==> src/rtl/fan_pwm_pkg.sv <==
/*
   Shared constants and types for the fan PWM duty controller: timing figures,
   duty scale, analog demand scaling and the packed state records.
   Assumes a 100 MHz system clock and a demand level already digitised at
   10 mV per count by logic on the same clock.
*/
package fan_pwm_pkg;

   localparam int CLK_HZ     = 100_000_000;
   localparam int PWM_HZ     = 30;
   localparam int START_S    = 1;
   localparam int DUTY_SCALE = 300;
   // one period is DUTY_SCALE slots; each slot is STEP cycles long
   localparam int STEP_CYCLES_DEF  = CLK_HZ / PWM_HZ / DUTY_SCALE;
   localparam int START_CYCLES_DEF = START_S * CLK_HZ;

   localparam int STEP_W  = 14;
   localparam int START_W = 27;

   // duty is counted in slots of 1/300 of the period
   typedef logic [8:0] duty_t;
   localparam duty_t DUTY_MIN  = 9'h05A;
   localparam duty_t DUTY_STEP = 9'h00E;
   localparam duty_t DUTY_FULL = 9'h12C;
   localparam duty_t SLOT_LAST = 9'h12B;

   localparam logic [3:0] CODE_OPEN  = 4'h2;
   localparam logic [3:0] CODE_RESET = 4'h2;

   // demand level in 10 mV counts
   typedef logic [8:0] level_t;
   localparam level_t      LEVEL_LO    = 9'h0A2;
   localparam level_t      LEVEL_HI    = 9'h104;
   // 2194/1024 approximates the 210/98 slope of the analog map
   localparam logic [11:0] ANALOG_GAIN = 12'h892;
   localparam int          GAIN_SHIFT  = 10;

   typedef struct packed {
      logic   open;
      level_t level;
   } demand_t;

   typedef struct packed {
      logic       wr;
      logic [3:0] code;
   } duty_write_t;

   typedef enum logic [1:0] {
      PH_OFF   = 2'b00,
      PH_START = 2'b01,
      PH_RUN   = 2'b10
   } phase_t;

   typedef struct packed {
      phase_t               phase;
      logic [START_W-1:0]   start_cnt;
      logic [3:0]           duty_code;
      logic                 select;
      duty_t                duty_cmd;
      logic                 overtemp;
   } ctrl_state_t;

   typedef struct packed {
      logic                active;
      logic [STEP_W-1:0]   step;
      duty_t               slot;
      duty_t               duty_lat;
      logic                out;
      logic                wrap;
   } core_state_t;

endpackage

==> src/rtl/fan_pwm_duty_control.sv <==
/*
   Fan PWM duty controller: start-up full drive, duty source selection
   between the duty register and the analog demand, over-temperature flag,
   shutdown handling, and the fixed-period PWM engine instance.
   Assumes configuration bits and the duty register write port are driven by
   serial interface logic on the same clock, and the demand level by an ADC
   block on the same clock, so none of them is resynchronised here.
*/

// Notes on behaviour
// - constant frequency, duty only from 30 to 100%
// - fixed period near 30 Hz, duty independent
// - high means fan on; 100% stays high
// - one second full drive after reset/shutdown
// - after start, select bit chooses duty source
// - select defaults to analog demand after reset
// - open analog input gives 39.33% duty
// - source change applies from the next period boundary
// - 1.62 V to 2.6 V maps monotonically 30-100%
// - demand below range clamps duty at 30%
// - demand above 2.6 V sets flag, fault low
// - 4-bit code maps linearly 30% to 100%
// - code 0010 equals 39.33% open-input duty
// - shutdown stops drive; exit restarts full period
// - flag and fault clear below full scale
// - drive keeps pulsing; only shutdown stops it
module fan_pwm_duty_control #(
   parameter int STEP_CYCLES  = fan_pwm_pkg::STEP_CYCLES_DEF,
   parameter int START_CYCLES = fan_pwm_pkg::START_CYCLES_DEF
) (
   input  logic                     ref_clk_in,
   input  logic                     sys_rst_in,
   input  logic                     ce_in,
   input  logic                     shutdown_request_in,
   input  logic                     duty_source_select_in,
   input  fan_pwm_pkg::duty_write_t duty_write_in,
   input  fan_pwm_pkg::demand_t     demand_in,
   output logic [3:0]               fan_duty_setting_out,
   output logic                     pwm_drive_out,
   output logic                     overtemp_flag_out,
   output logic                     fault_drive_out,
   output logic                     fault_oe_out,
   output logic                     startup_active_out,
   output logic                     period_start_out
);
   import fan_pwm_pkg::*;

   localparam logic [START_W-1:0] START_LAST = START_W'(START_CYCLES - 1);

   ctrl_state_t s_reg;
   ctrl_state_t s_next;
   duty_t       analog_duty;
   duty_t       reg_duty;
   logic        run;

   function automatic duty_t code_to_duty(input logic [3:0] code);
      code_to_duty = DUTY_MIN + duty_t'(code) * DUTY_STEP;
   endfunction

   // analog map; the top end is forced so the ceiling is exactly full scale
   always_comb
   begin
      logic [8:0]  span;
      logic [20:0] prod;
      span = '0;
      prod = '0;
      if (demand_in.open)
      begin
         analog_duty = code_to_duty(CODE_OPEN);
      end
      else if (demand_in.level <= LEVEL_LO)
      begin
         analog_duty = DUTY_MIN;
      end
      else if (demand_in.level >= LEVEL_HI)
      begin
         analog_duty = DUTY_FULL;
      end
      else
      begin
         span        = demand_in.level - LEVEL_LO;
         prod        = {12'h000, span} * {9'h000, ANALOG_GAIN};
         analog_duty = DUTY_MIN + prod[GAIN_SHIFT +: 9];
      end
   end

   assign reg_duty = code_to_duty(s_reg.duty_code);

   always_comb
   begin
      s_next = s_reg;
      // the serial side stays alive in shutdown, so the register still takes writes
      if (duty_write_in.wr)
      begin
         s_next.duty_code = duty_write_in.code;
      end
      s_next.select = duty_source_select_in;
      case (s_reg.phase)
         PH_OFF:
         begin
            s_next.duty_cmd = DUTY_FULL;
            s_next.overtemp = 1'b0;
            if (!shutdown_request_in)
            begin
               s_next.phase     = PH_START;
               s_next.start_cnt = '0;
            end
         end
         PH_START:
         begin
            s_next.duty_cmd = DUTY_FULL;
            if (shutdown_request_in)
            begin
               s_next.phase = PH_OFF;
            end
            else if (s_reg.start_cnt == START_LAST)
            begin
               s_next.phase = PH_RUN;
            end
            else
            begin
               s_next.start_cnt = s_reg.start_cnt + START_W'(1);
            end
         end
         PH_RUN:
         begin
            if (shutdown_request_in)
            begin
               s_next.phase = PH_OFF;
            end
            else if (s_reg.select)
            begin
               s_next.duty_cmd = reg_duty;
            end
            else
            begin
               s_next.duty_cmd = analog_duty;
            end
         end
         default:
         begin
            s_next.phase = PH_OFF;
         end
      endcase
      if (s_reg.phase != PH_OFF && !shutdown_request_in)
      begin
         // level-following: clears as soon as demand drops back
         s_next.overtemp = !demand_in.open && (demand_in.level > LEVEL_HI);
      end
      else
      begin
         // a suspended device reports no fault, whatever the demand
         s_next.overtemp = 1'b0;
      end
   end

   always_ff @(posedge ref_clk_in)
   begin
      if (sys_rst_in)
      begin
         s_reg.phase     <= PH_START;
         s_reg.start_cnt <= '0;
         s_reg.duty_code <= CODE_RESET;
         s_reg.select    <= 1'b0;
         s_reg.duty_cmd  <= DUTY_FULL;
         s_reg.overtemp  <= 1'b0;
      end
      else if (ce_in)
      begin
         s_reg <= s_next;
      end
   end

   assign run = (s_reg.phase != PH_OFF);

   fan_pwm_core #(
      .STEP_CYCLES (STEP_CYCLES)
   ) u_core (
      .ref_clk_in       (ref_clk_in),
      .sys_rst_in       (sys_rst_in),
      .ce_in            (ce_in),
      .run_in           (run),
      .duty_in          (s_reg.duty_cmd),
      .pwm_out          (pwm_drive_out),
      .period_start_out (period_start_out)
   );

   assign fan_duty_setting_out = s_reg.duty_code;
   assign overtemp_flag_out    = s_reg.overtemp;
   // open-drain fault: only ever pulls low
   assign fault_drive_out      = 1'b0;
   assign fault_oe_out         = s_reg.overtemp;
   assign startup_active_out   = (s_reg.phase == PH_START);
endmodule

==> src/rtl/fan_pwm_core.sv <==
/*
   Fixed-period PWM engine: a slot prescaler and a slot counter compared
   against a duty value that is latched only at period boundaries.
   Assumes run_in and duty_in come from logic on the same clock.
*/
module fan_pwm_core #(
   parameter int STEP_CYCLES = fan_pwm_pkg::STEP_CYCLES_DEF
) (
   input  logic                ref_clk_in,
   input  logic                sys_rst_in,
   input  logic                ce_in,
   input  logic                run_in,
   input  fan_pwm_pkg::duty_t  duty_in,
   output logic                pwm_out,
   output logic                period_start_out
);
   import fan_pwm_pkg::*;

   localparam logic [STEP_W-1:0] STEP_LAST = STEP_W'(STEP_CYCLES - 1);

   core_state_t s_reg;
   core_state_t s_next;

   always_comb
   begin
      s_next        = s_reg;
      s_next.wrap   = 1'b0;
      s_next.active = run_in;
      if (!run_in)
      begin
         // stopped: restart a fresh period when run returns
         s_next.step     = '0;
         s_next.slot     = '0;
         s_next.duty_lat = duty_in;
      end
      else if (s_reg.step == STEP_LAST)
      begin
         s_next.step = '0;
         if (s_reg.slot == SLOT_LAST)
         begin
            s_next.slot     = '0;
            s_next.duty_lat = duty_in;
            s_next.wrap     = 1'b1;
         end
         else
         begin
            s_next.slot = s_reg.slot + 9'h001;
         end
      end
      else
      begin
         s_next.step = s_reg.step + STEP_W'(1);
      end
      if (run_in && !s_reg.active)
      begin
         // reset clears the latch, so the first running cycle must take the duty
         s_next.duty_lat = duty_in;
      end
      // high from period start to compare point; full scale never drops
      s_next.out = run_in && (s_next.slot < s_next.duty_lat);
   end

   always_ff @(posedge ref_clk_in)
   begin
      if (sys_rst_in)
      begin
         s_reg <= '0;
      end
      else if (ce_in)
      begin
         s_reg <= s_next;
      end
   end

   assign pwm_out          = s_reg.out;
   assign period_start_out = s_reg.wrap;
endmodule

==> config.mk <==
export PLATFORM = sky130hd
export DESIGN_NAME = fan_pwm_duty_control
export DESIGN_NICKNAME = d
export VERILOG_FILES = /design/src/rtl/fan_pwm_pkg.sv /design/src/rtl/fan_pwm_duty_control.sv /design/src/rtl/fan_pwm_core.sv
export SDC_FILE = /design/constraint.sdc
export NUM_CORES = 1
export LEC_CHECK = 0
export ABC_AREA = 1
export BUFFER_PORTS_ARGS = -buffer_cell sky130_fd_sc_hd__buf_4
export CORE_UTILIZATION = 30
export CTS_CLUSTER_SIZE = 8
export DETAILED_ROUTE_END_ITERATION = 16
export PLACE_DENSITY = 0.45
export SYNTH_ARGS = -nofsm -noshare
export SYNTH_HDL_FRONTEND = slang
export SYNTH_SLANG_ARGS = --single-unit
==> constraint.sdc <==
create_clock -name ref_clk_in -period 9.4 [get_ports ref_clk_in]
set_clock_uncertainty 0.1 [all_clocks]
set_input_delay 2.82 -clock ref_clk_in [delete_from_list [all_inputs] [get_ports ref_clk_in]]
set_output_delay 2.82 -clock ref_clk_in [all_outputs]
set_load 0.01 [all_outputs]
==> results.json <==
{
  "outcome": "finished, final reports clean",
  "place_ws_ns": 2.301,
  "finalSetupTns_ns": 0,
  "cts_num_sinks": 79,
  "powerDensity_mw_per_mm2": 169.5,
  "coreArea_mm2": 0.02036,
  "synthToLayoutAreaGrowth_pct": 12.19,
  "yosysUniqueCellTypes": 51,
  "rsz0062_at_grt": "no",
  "rr_startpoint": "u_core.s_reg[20]$_SDFFE_PP0P_",
  "postCtsSetupRepairBufs": 0,
  "hp-class": "reg -> reg",
  "reg2reg_depth": 19,
  "gp_congestion": 0.8298,
  "ir_worst_vdd_uv": 73.26,
  "max_stage_delay_ns": 0.47,
  "io_buffers": 28,
  "regToRegSetupSlack_ns": 6.20,
  "clk_latency_ns": 0.36,
  "synthAdderAreaFrac_pct": 13.69,
  "leakagePower_nw": 3.079,
  "crit_slowest_cell": "fa_1",
  "cts_resized": 0,
  "postSynthAreaPerCell_um2": 6.533,
  "die_w_um": 146.4,
  "dp_hpwl_mm": 12.53,
  "slew_viol_final": 0,
  "clk_pin_slew_worst_paths_ns": 0.06,
  "synth-simple-area-share_pct": 31.94,
  "vias": 5781,
  "setup.worst_path.class": "in -> reg",
  "ys_ff_latch": 79,
  "ant_nets": 0,
  "grt_remaining_overflow": 0,
  "clockBufferDepth": 2,
  "synth_top_family_by_area": "simple AND/OR/NAND/NOR gates",
  "antenna_found_initial": 0,
  "path_delay_family": "adder cells",
  "grt_pass1_vias": 5587,
  "wirelength_mm": 16.16,
  "io_pins": 30,
  "wire_per_inst_um": 12.95,
  "finalCritPeriodShare_pct": 71.85,
  "cts_buffers": 9,
  "cts_root_buffer": "clkbuf_16",
  "ys_async_sr_fraction_pct": 0,
  "yosysSeqAreaShare_pct": 25.30,
  "synth_edf_count": 0,
  "n_antenna_cell": 0,
  "endpoint_kind": "register",
  "cpMostUsedCell": "nand2_1",
  "start_util_pct": 30.70,
  "synth_fp_nets": 1040,
  "syn-cell-area_mm2": 0.006252,
  "largest_reg_flops": 39,
  "cts_tree": "yes",
  "drt_pre_antenna_iters": 4,
  "min_to": "s_reg[5]$_SDFFE_PP0P_",
  "synth_compound_area_share_pct": 14.05,
  "worst_pin_slew_ns": 0.8286,
  "vias_per_cell": 4.632,
  "critPathMaxFanout": 5,
  "crit_arrival_ns": 6.90,
  "syn_inst": 957,
  "drc": 0,
  "dieArea_mm2": 0.02142,
  "ctsHoldBuffers": 0,
  "final_nets": 1057,
  "fmax_ghz": 0.1481,
  "synth_warnings": 0,
  "rows": 52,
  "power_mw": 1.189,
  "synth_flop_cell": "dfxtp_1",
  "synth_area_leaders": "dfxtp_1 (25%), nand2_1 (13%), ha_1 (11%)",
  "fp.dieH_um": 146.4,
  "grt_max_degree": 40,
  "min_path_cells": 2,
  "grt_pass1_wl_mm": 27.86,
  "synth_common_cells": "nand2_1 (218), inv_1 (149), nor2_1 (91)",
  "synth_most_common_cell": "nand2_1",
  "start_kind": "input port",
  "h-tree-depth": 3,
  "synthMuxAreaShare_pct": 0.1601,
  "synth_xor_xnor_area_share_pct": 3.082,
  "yosys.area.top_type": "dfxtp_1",
  "worstPathRequired_ns": 9.54,
  "setup_viol": 0,
  "first_iter_violations": 304,
  "regToRegEndpoint": "u_core.pwm_out$_SDFFE_PP0P_",
  "path_buf_inv": 4,
  "drive_above_1_share_pct": 7.566,
  "worst_setup_path_startpoint": "demand_in[1]",
  "fin_ws_ns": 2.646,
  "max_cap_viol_count": 0,
  "hp-start": "s_reg[5]$_SDFFE_PP0P_",
  "yosys.area.top_type_share_pct": 25.30,
  "period_minus_slack_ns": 6.754,
  "slew_headroom_pct": 44.70,
  "hold_violations": 0,
  "grtUsageTotal_pct": 16.12
}
final cells by class:
type / instances / area, µm²
fillers: 2243 / 13350
flip-flops and latches: 79 / 1582
clock inverters: 5 / 106.4
repair buffers: 29 / 217.7
multi-input cells: 694 / 3938
inverters: 161 / 604.3
well taps: 270 / 337.8
clock buffers: 10 / 229.0
report_power, final:
group          switching, mW  internal [mW]
clock                  0.154          0.259
sequential           0.00912          0.345
combinational          0.271          0.150
total                  0.434          0.754
metrics by stage:
stage / utilization, % / hold slack (ns) / area [µm²] / cells
6_report: 34.44 / 0.3636 / 7014 / 1248
5_1_grt: 34.44 / 0.3880 / 7014 / 1248
4_1_cts: 34.44 / 0.3656 / 7014 / 1248
3_5_place_dp: 32.80 / 0.3548 / 6679 / 1233
3_3_place_gp: 32.80 / 0.3534 / 6679 / 1233
2_1_floorplan: - / 0.3331 / 6252 / 957
layout by cell type, fill, tap and decap left out, drive strengths merged, types with 2 or more instances in the layout:
| cell | synthesis | layout |
|---|---|---|
| a211oi | 2 | 2 |
| a21boi | 2 | 2 |
| a21oi | 70 | 70 |
| a221oi | 4 | 4 |
| a31oi | 3 | 3 |
| buf | 13 | 29 |
| bufinv | 0 | 3 |
| clkbuf | 10 | 10 |
| dfxtp | 79 | 79 |
| fa | 9 | 9 |
| ha | 54 | 54 |
| inv | 161 | 162 |
| nand2 | 224 | 224 |
| nand3 | 52 | 52 |
| nand3b | 3 | 3 |
| nand4 | 20 | 20 |
| nor2 | 95 | 95 |
| nor3 | 42 | 42 |
| nor4 | 8 | 8 |
| o211ai | 12 | 12 |
| o21a | 9 | 9 |
| o21ai | 41 | 41 |
| or2 | 10 | 10 |
| xnor2 | 4 | 4 |
| xor2 | 18 | 18 |
worst max-delay path by stage:
stage	depth (start not counted)	slack (ns)	endpoint
2_1_floorplan	27	2.93	s_reg[6]$_SDFFE_PP1P_
3_3_place_gp	27	2.31	s_reg[6]$_SDFFE_PP1P_
3_5_place_dp	28	2.30	s_reg[6]$_SDFFE_PP1P_
4_1_cts	30	2.65	s_reg[6]$_SDFFE_PP1P_
5_1_grt	30	2.17	s_reg[6]$_SDFFE_PP1P_
6_report	28	2.65	s_reg[6]$_SDFFE_PP1P_
cell families (layout without fill, tap and decap cells):
kind of cell / Yosys count / after routing
simple gates: 455 / 455
buf+inv: 184 / 205
compound gates: 152 / 152
flops: 79 / 79
fa+ha+maj: 63 / 63
xor+xnor: 22 / 22
other cells: 1 / 1
mux: 1 / 1
tightest hold or removal path: cells and delay by family (launching register included):
family           cells  cell delay, ns
flip-flops           1            0.31
AO/OA/AOI/OAI        1            0.05
AND/OR/NAND/NOR      1            0.06
routing by layer:
metal | wire length, µm | up-vias | GRT usage (%)
met5 | 0 | - | 0
li1 | - | 3136 | -
met3 | 463 | 20 | 3.125
met4 | 301 | 0 | 5.260
met2 | 7066 | 48 | 24.79
met1 | 8324 | 2577 | 22.47
No activity file was read; power rests on OpenSTA's default activity.
